<file path="src/common/icr_pkg.sv">
package icr_pkg;
  // ==========================================================
  // Register map
  localparam logic [3:0] ICR_ADDR_CTRL2 = 4'h0;
  localparam logic [3:0] ICR_ADDR_STATUS = 4'h4;
  // ==========================================================
  // Field positions
  localparam int ICR_BIT_ALTVT = 15;
  localparam int ICR_BIT_DIS_INSTR = 14;
  localparam int ICR_BIT_EP2 = 2;
  localparam int ICR_BIT_EP1 = 1;
  localparam int ICR_BIT_EP0 = 0;
  localparam int ICR_NUM_EXT = 3;
  // ==========================================================
  // Reset value, write mask and response codes
  localparam logic [15:0] ICR_CTRL2_RESET = 16'h0000;
  localparam logic [15:0] ICR_CTRL2_WMASK = 16'h8007;
  localparam logic [1:0] ICR_RESP_OKAY = 2'h0;
  localparam logic [1:0] ICR_RESP_SLVERR = 2'h2;

  // Rising edge when polarity is 0, falling edge when 1
  function automatic logic icr_edge(input logic prev, input logic cur, input logic pol);
    icr_edge = pol ? (prev & ~cur) : (~prev & cur);
  endfunction
endpackage

</file>
<file path="src/rtl/icr_ctrl2.sv">
`timescale 1ns/10ps
// Notes on behaviour
// - A one in the vector-table select bit makes vectors come from the alternate table, zero the standard one.
// - Bit 14 reads one while a disable-interrupts instruction is active, and writes to it do nothing.
// - Bits 13 to 3 read as zero and ignore writes.
// - Bits 2, 1 and 0 select the edge polarity of external inputs two, one and zero.
// - Polarity one fires on a falling edge, polarity zero on a rising edge.
// - All implemented bits are zero after reset.
module icr_ctrl2
  import icr_pkg::*;
(
  // Clock and reset
  input wire logic aclk,
  input wire logic aresetn,
  // AXI4-Lite write address
  input wire logic [3:0] s_axi_awaddr,
  input wire logic s_axi_awvalid,
  output logic s_axi_awready,
  // AXI4-Lite write data
  input wire logic [31:0] s_axi_wdata,
  input wire logic [3:0] s_axi_wstrb,
  input wire logic s_axi_wvalid,
  output logic s_axi_wready,
  // AXI4-Lite write response
  output logic [1:0] s_axi_bresp,
  output logic s_axi_bvalid,
  input wire logic s_axi_bready,
  // AXI4-Lite read address
  input wire logic [3:0] s_axi_araddr,
  input wire logic s_axi_arvalid,
  output logic s_axi_arready,
  // AXI4-Lite read data
  output logic [31:0] s_axi_rdata,
  output logic [1:0] s_axi_rresp,
  output logic s_axi_rvalid,
  input wire logic s_axi_rready,
  // Core status and external pins
  input wire logic irq_disable_instr_active,
  input wire logic [ICR_NUM_EXT-1:0] ext_irq_pin,
  // Outputs to the interrupt logic
  output logic alt_vector_table_select,
  output logic [ICR_NUM_EXT-1:0] ext_irq_flag
);
  typedef enum {ICR_W_IDLE, ICR_W_RESP} icr_wstate_t;
  typedef enum {ICR_R_IDLE, ICR_R_RESP} icr_rstate_t;

  typedef struct packed {
    icr_wstate_t wst;
    icr_rstate_t rst;
    logic aw_have;
    logic w_have;
    logic [3:0] awaddr;
    logic [31:0] wdata;
    logic [3:0] wstrb;
    logic awready;
    logic wready;
    logic arready;
    logic bvalid;
    logic [1:0] bresp;
    logic rvalid;
    logic [1:0] rresp;
    logic [31:0] rdata;
    logic altvt;
    logic dis_instr;
    logic [ICR_NUM_EXT-1:0] pol;
    logic [ICR_NUM_EXT-1:0] prev;
    logic [ICR_NUM_EXT-1:0] flag;
  } icr_state_t;

  icr_state_t s_q, s_d;
  logic [ICR_NUM_EXT-1:0] pin_sync;
  logic [15:0] ctrl2_view;
  logic [15:0] wmerged;

  // One word per register, so only address bits 3:2 select; bits 1:0 are ignored
  function automatic logic icr_hit(input logic [3:0] addr, input logic [3:0] reg_addr);
    icr_hit = (addr[3:2] == reg_addr[3:2]);
  endfunction

  // ==========================================================
  // Input synchronisation
  icr_sync icr_sync_inst (
    .aclk(aclk),
    .aresetn(aresetn),
    .async_in(ext_irq_pin),
    .sync_out(pin_sync)
  );

  // Unimplemented bits are built as constant zero
  always_comb begin
    ctrl2_view = '0;
    ctrl2_view[ICR_BIT_ALTVT] = s_q.altvt;
    ctrl2_view[ICR_BIT_DIS_INSTR] = s_q.dis_instr;
    ctrl2_view[ICR_BIT_EP2:ICR_BIT_EP0] = s_q.pol;
  end

  // ==========================================================
  // Next state
  always_comb begin
    s_d = s_q;
    wmerged = ctrl2_view;
    s_d.dis_instr = irq_disable_instr_active;
    // Edges compare synchronised levels only, so changing polarity on a steady pin raises nothing
    for (int i = 0; i < ICR_NUM_EXT; i++) begin
      s_d.flag[i] = icr_edge(s_q.prev[i], pin_sync[i], s_q.pol[i]);
    end
    s_d.prev = pin_sync;

    // Write channel: address and data taken independently, response after both
    if (s_q.awready && s_axi_awvalid) begin
      s_d.aw_have = 1'b1;
      s_d.awaddr = s_axi_awaddr;
      s_d.awready = 1'b0;
    end
    if (s_q.wready && s_axi_wvalid) begin
      s_d.w_have = 1'b1;
      s_d.wdata = s_axi_wdata;
      s_d.wstrb = s_axi_wstrb;
      s_d.wready = 1'b0;
    end
    case (s_q.wst)
      ICR_W_IDLE: begin
        if (s_q.aw_have && s_q.w_have) begin
          s_d.bvalid = 1'b1;
          s_d.wst = ICR_W_RESP;
          s_d.aw_have = 1'b0;
          s_d.w_have = 1'b0;
          if (icr_hit(s_q.awaddr, ICR_ADDR_CTRL2)) begin
            if (s_q.wstrb[0]) wmerged[7:0] = s_q.wdata[7:0];
            if (s_q.wstrb[1]) wmerged[15:8] = s_q.wdata[15:8];
            wmerged = wmerged & ICR_CTRL2_WMASK;
            s_d.altvt = wmerged[ICR_BIT_ALTVT];
            s_d.pol = wmerged[ICR_BIT_EP2:ICR_BIT_EP0];
            s_d.bresp = ICR_RESP_OKAY;
          end else if (icr_hit(s_q.awaddr, ICR_ADDR_STATUS)) begin
            s_d.bresp = ICR_RESP_OKAY; // Read-only, write ignored
          end else begin
            s_d.bresp = ICR_RESP_SLVERR;
          end
        end
      end
      ICR_W_RESP: begin
        if (s_axi_bready) begin
          s_d.bvalid = 1'b0;
          s_d.awready = 1'b1;
          s_d.wready = 1'b1;
          s_d.wst = ICR_W_IDLE;
        end
      end
      default: s_d.wst = ICR_W_IDLE;
    endcase

    // Read channel
    case (s_q.rst)
      ICR_R_IDLE: begin
        if (s_q.arready && s_axi_arvalid) begin
          s_d.arready = 1'b0;
          s_d.rvalid = 1'b1;
          s_d.rst = ICR_R_RESP;
          s_d.rresp = ICR_RESP_OKAY;
          if (icr_hit(s_axi_araddr, ICR_ADDR_CTRL2)) begin
            s_d.rdata = {16'h0000, ctrl2_view};
          end else if (icr_hit(s_axi_araddr, ICR_ADDR_STATUS)) begin
            s_d.rdata = {29'h0000000, s_q.flag};
          end else begin
            s_d.rdata = 32'h00000000;
            s_d.rresp = ICR_RESP_SLVERR;
          end
        end
      end
      ICR_R_RESP: begin
        if (s_axi_rready) begin
          s_d.rvalid = 1'b0;
          s_d.arready = 1'b1;
          s_d.rst = ICR_R_IDLE;
        end
      end
      default: s_d.rst = ICR_R_IDLE;
    endcase
  end

  // ==========================================================
  // State register
  always_ff @(posedge aclk) begin
    if (!aresetn) begin
      s_q <= '0;
      s_q.wst <= ICR_W_IDLE;
      s_q.rst <= ICR_R_IDLE;
      s_q.awready <= 1'b1;
      s_q.wready <= 1'b1;
      s_q.arready <= 1'b1;
      s_q.altvt <= ICR_CTRL2_RESET[ICR_BIT_ALTVT];
    end else begin
      s_q <= s_d;
    end
  end

  assign s_axi_awready = s_q.awready;
  assign s_axi_wready = s_q.wready;
  assign s_axi_bvalid = s_q.bvalid;
  assign s_axi_bresp = s_q.bresp;
  assign s_axi_arready = s_q.arready;
  assign s_axi_rvalid = s_q.rvalid;
  assign s_axi_rresp = s_q.rresp;
  assign s_axi_rdata = s_q.rdata;
  assign alt_vector_table_select = s_q.altvt;
  assign ext_irq_flag = s_q.flag;
endmodule // icr_ctrl2

</file>
<file path="src/rtl/icr_sync.sv">
`timescale 1ns/10ps
// Two-flop synchroniser for the external request pins
module icr_sync
  import icr_pkg::*;
(
  // Clock and reset
  input wire logic aclk,
  input wire logic aresetn,
  // Data
  input wire logic [ICR_NUM_EXT-1:0] async_in,
  output logic [ICR_NUM_EXT-1:0] sync_out
);
  typedef struct packed {
    logic [ICR_NUM_EXT-1:0] meta;
    logic [ICR_NUM_EXT-1:0] sync;
  } icr_sync_state_t;

  icr_sync_state_t s_q, s_d;

  always_comb begin
    s_d = s_q;
    s_d.meta = async_in;
    s_d.sync = s_q.meta;
  end

  always_ff @(posedge aclk) begin
    if (!aresetn) begin
      s_q <= '0;
    end else begin
      s_q <= s_d;
    end
  end

  assign sync_out = s_q.sync;
endmodule // icr_sync

</file>
<file path="config.mk">
export PLATFORM = sky130hd
export DESIGN_NAME = icr_ctrl2
export DESIGN_NICKNAME = d
export VERILOG_FILES = /design/src/common/icr_pkg.sv /design/src/rtl/icr_ctrl2.sv /design/src/rtl/icr_sync.sv
export SDC_FILE = /design/constraint.sdc
export NUM_CORES = 1
export LEC_CHECK = 0
export ABC_CLOCK_PERIOD_IN_PS = 1000
export BUFFER_PORTS_ARGS = -buffer_cell sky130_fd_sc_hd__buf_2
export CAP_MARGIN = 10
export CORE_UTILIZATION = 41
export CTS_BUF_LIST = sky130_fd_sc_hd__clkbuf_2 sky130_fd_sc_hd__clkbuf_4 sky130_fd_sc_hd__clkbuf_8
export CTS_CLUSTER_DIAMETER = 120
export CTS_CLUSTER_SIZE = 12
export DETAILED_ROUTE_END_ITERATION = 7
export PLACE_DENSITY = 0.86
export SYNTH_ARGS = -nofsm -noshare
export SYNTH_HDL_FRONTEND = slang
export SYNTH_SLANG_ARGS = --single-unit
</file>
<file path="constraint.sdc">
create_clock -name aclk -period 1 [get_ports aclk]
set_input_delay 0.05 -clock aclk [delete_from_list [all_inputs] [get_ports aclk]]
set_output_delay 0.05 -clock aclk [all_outputs]
set_load 0.005 [all_outputs]
</file>
======== Word-level counts from Yosys, hierarchy flattened ========
Cells that the tools add are included.
storage, ports and cells
  register bits after elaboration ......... 146
  word-level logic and storage cells ...... 92
cells by class
  equal/unequal tests ..................... 8
  muxes and demuxes ....................... 32
  bitwise operators ....................... 12
  reductions and logical operators ........ 18
operators by type and width
  kind                                                                     count
  32-bit two-way mux                                                       4
  32-bit case mux with 2 select lines                                      2
  32-bit by 1-bit equality test with 1-bit output (second input constant)  2
  32-bit zero test                                                         2
  35-bit two-way mux                                                       1
  16-bit two-way mux                                                       1
  2-bit two-way mux                                                        8
  1-bit two-way mux                                                        11
  2-bit != test (second input constant)                                    4
  2-bit AND reduction                                                      4
  4-bit AND reduction                                                      2
  1-bit bitwise AND                                                        6
  3-bit two-way mux                                                        2
  1-bit inverter                                                           6
  1-bit case mux with 2 select lines                                       3
  3-bit AND reduction                                                      2
  2-bit by 1-bit equality test with 1-bit output (second input constant)   2
  1-bit logical AND                                                        4
  2-bit zero test                                                          2
  2-bit nonzero test                                                       2

======== Longest topological paths before layout ========
  depth after elaboration ................. 5
  gate-level depth with buffers ........... 4
  depth with buffers taken out ............ 3

======== Cells and area by module ========
From an unflattened synthesis, not the netlist that was laid out.
unflattened totals
  cell total of the unflattened synthesis .. 193
  area, all modules ....................... 1829.3 sq um
by module, submodules not included
  module     instances  cells an instance  area an instance (sq um)  seq. area each (sq um)
  icr_ctrl2  1          181                1671.6                    700.7
  icr_sync   1          12                 157.7                     120.1

======== Worst setup path after synthesis ========
OpenSTA, ideal clock, no wires.
  kind .................................... register to register
  start point ............................. reg s_q[126] (netlist bit)
  end point ............................... reg s_q, in the netlist ctrl2_view[0]
  setup time .............................. 0.072 ns
  arrival ................................. 1.027 ns
  setup slack ............................. -0.098 ns
  stages on the path, launching flop included .. 4
  path through ............................ dfxtp_1 -> nand3b_4 -> nor4b_4 -> mux2i_1
on the way
  cells in the longest elaborated chain, start to end .. 2
ends and longest elaborated chain
  element                               RTL line          RTL
  start, declared                       icr_ctrl2.sv:70   icr_state_t s_q, s_d;
  32-bit zero test                      icr_ctrl2.sv:121  case (s_q.wst)
  4-bit AND reduction (no source line)  --
Every way passes these cells.
A chain may end at the register's enable or synchronous reset.

======== Worst setup path in the final report ========
  start point ............................. reg s_q[126] (netlist bit)
  end point ............................... reg s_q, in the netlist ctrl2_view[2]
Same word-level chain as after synthesis.

==> flow_summary.json <==
{
  "status": "finished, violations left",
  "violations": "setup timing",
  "clk_pin_slew_ns": 0.07,
  "p_sw_uw": 728,
  "cp-start-kind": "flop",
  "period_share_pct": 112,
  "switching_share_pct": 21.2,
  "core_um2": 4120,
  "vdd_drop_max_v": 0.000790,
  "fin_util_pct": 51.4,
  "synth_cells": 193,
  "final-hold-violation-count": 0,
  "synth.most_common_cell": "dfxtp_1",
  "yosysTopAreaCell": "dfxtp_1",
  "combPwrFrac_pct": 9.0,
  "die_width_um": 68.3,
  "syn_to_final_growth_pct": 17.1,
  "die_h_um": 68.3,
  "worstPathRequired_ns": 1.22,
  "first_iter_violations": 14,
  "synth_area_um2": 1800,
  "wl_per_cell_um": 9.99,
  "vias": 1250,
  "hp-class": "in2reg",
  "clockPowerShare_pct": 39.9,
  "rows": 23,
  "ios": 100,
  "synth_edf_count": 0,
  "leakagePower_uw": 0.000971,
  "nNetsFinal": 289,
  "drt-total-wl_mm": 2.85,
  "worstSetupPathType": "reg2reg",
  "clock_path_buffers": 2,
  "power_density_nw_per_um2": 1630,
  "gp_congestion": 0.737,
  "synth_ff_type": "dfxtp_1",
  "clk_latency_ns": 0.29,
  "numPortBuffers": 36,
  "syn_area_per_cell_um2": 9.35,
  "synthTopCellsByArea": "dfxtp_1 (45%), buf_4 (16%), a21boi_0 (7.1%)",
  "seq_power_share_pct": 51.1,
  "grt_usage_pct": 13.7,
  "synthTopCellsByCount": "dfxtp_1 (41), buf_4 (39), nand2_1 (27)",
  "period_needed_ns": 1.12,
  "post-place-cells": 272,
  "yosys_warnings": 0,
  "seq_area_frac_synth_pct": 45.5,
  "clkSinkCount": 41,
  "grt_pass1_vias": 1084,
  "p_int_uw": 2710,
  "synth_top_area_share_pct": 45.5,
  "via_per_inst": 4.39,
  "htreeDepth": 2,
  "synth_seq_cells": 41,
  "arrival_ns": 1.34,
  "ctsRootBufferMaster": "clkbuf_8",
  "grt.overflow.total": 0,
  "drive_above_1_share_pct": 30.2,
  "synthArstFlopShare_pct": 0,
  "finalSetupViolCount": 4,
  "hpwl_mm": 2.11,
  "max_cap_viol_count": 0,
  "critPathCaptureType": "flop",
  "rsz0062_at_grt": "true",
  "max_freq_mhz": 896,
  "grt_pass1_wl_mm": 4.69,
  "timing.hold.ws_ns": 0.0101,
  "drv_slew": 0,
  "first_pass_iters": 4,
  "numCtsBuffers": 5,
  "path_max_fanout": 3,
  "grt_max_degree": 22,
  "finalNonFillerCells": 285,
  "drc": 0,
  "fin_ws_ns": -0.116,
  "ant_nets": 0,
  "diodes": 0,
  "dieArea_um2": 4670,
  "synth.distinct_cells": 24,
  "fin_skew_ns": 0.00526,
  "start_util_pct": 43.8,
  "antenna_found_initial": 0,
  "cts_tree": "yes"
}
[power by group through the flow]
stage	Sequential, uW	Combinational, uW	Clock [uW]
2_1_floorplan	1780	258	0
3_3_place_gp	1780	284	0
3_5_place_dp	1790	289	0
4_1_cts	1750	305	1400
5_1_grt	1760	359	1500
6_report	1750	311	1370
[routing by layer]
metal | vias up | GRT usage, % | part of all wire (%)
li1 | 650 | - | -
met1 | 549 | 16.6 | 48
met2 | 47 | 21.4 | 45
met3 | 4 | 6.17 | 6.4
met4 | 0 | 4.69 | 0.88
met5 | - | 0 | 0
[cell families after synthesis]
kind of cell,synth area share (%)
simple gates,22.1
buf+inv,17.9
flops,45.5
compound gates,9.92
mux,4.44
other cells,0.208
[per-stage QoR]
| stage | TNS [ns] | setup WS (ns) | cell area (um^2) | power (uW) |
|---|---|---|---|---|
| 5_1_grt | -0.840 | -0.195 | 2110 | 3620 |
| 6_report | -0.395 | -0.116 | 2110 | 3430 |
| 3_5_place_dp | -0.525 | -0.129 | 1920 | 2080 |
| 2_1_floorplan | -0.227 | -0.0569 | 1910 | 2040 |
| 3_3_place_gp | -0.277 | -0.0707 | 1920 | 2070 |
| 4_1_cts | -0.462 | -0.136 | 2090 | 3460 |
[placed cells by master, fill, tap and decap left out, drive strengths merged, types with 4 or more instances in the layout]
master        n
dfxtp        41
and2         11
a21boi       17
dlygate4sd3   4
clkbuf        7
conb         29
o21ai         5
mux2i         8
nand3b        6
nand3        13
buf          47
nand2        27
[cell type report]
| type | instances | area (um^2) |
|---|---|---|
| fill | 385 | 2000 |
| sequential | 41 | 831 |
| multi-input combinational | 133 | 777 |
| timing repair buffer | 51 | 315 |
| clock buffer | 7 | 90.1 |
| tap | 50 | 62.6 |
| clock inverter | 1 | 30.0 |
| inverter | 2 | 7.51 |
[critical path: stages (launching register included)]
cell and delay [ns]:
dfxtp_2 0.32, nand3b_4 0.17, nor4b_4 0.33, mux2i_1 0.23
[sequential cells by signal, indices dropped and copies added (netlist names)]
signal / count
alt_vector_table_select: 1
ctrl2_view: 4
ext_irq_flag: 3
icr_sync_inst.s_d: 3
icr_sync_inst.sync_out: 3
s_axi_arready: 1
s_axi_awready: 1
s_axi_bresp: 1
s_axi_bvalid: 1
s_axi_rdata: 5
s_axi_rresp: 1
s_axi_rvalid: 1
s_axi_wready: 1
s_q: 15
[worst paths after layout]
| path | to | cells past startpoint | slack, ns | from |
|---|---|---|---|---|
| max | ctrl2_view[2] | 3 | -0.12 | s_q[126] |
| min | s_axi_awready | 2 | 0.01 | s_axi_awvalid |
| max reg2reg | ctrl2_view[2] | 3 | -0.12 | s_q[126] |
| min reg2reg | icr_sync_inst.sync_out[2] | 1 | 0.44 | icr_sync_inst.s_d[2] |
[repair_timing]
action,in CTS,in global routing
resized for setup,8,12
hold buffers,4,0
pin swaps,2,6
endpoints found under the setup margin,11,13
gates cloned,0,0
hold endpoints to repair,4,0
buffers inserted,0,1
(Power assumes the default switching activity.)
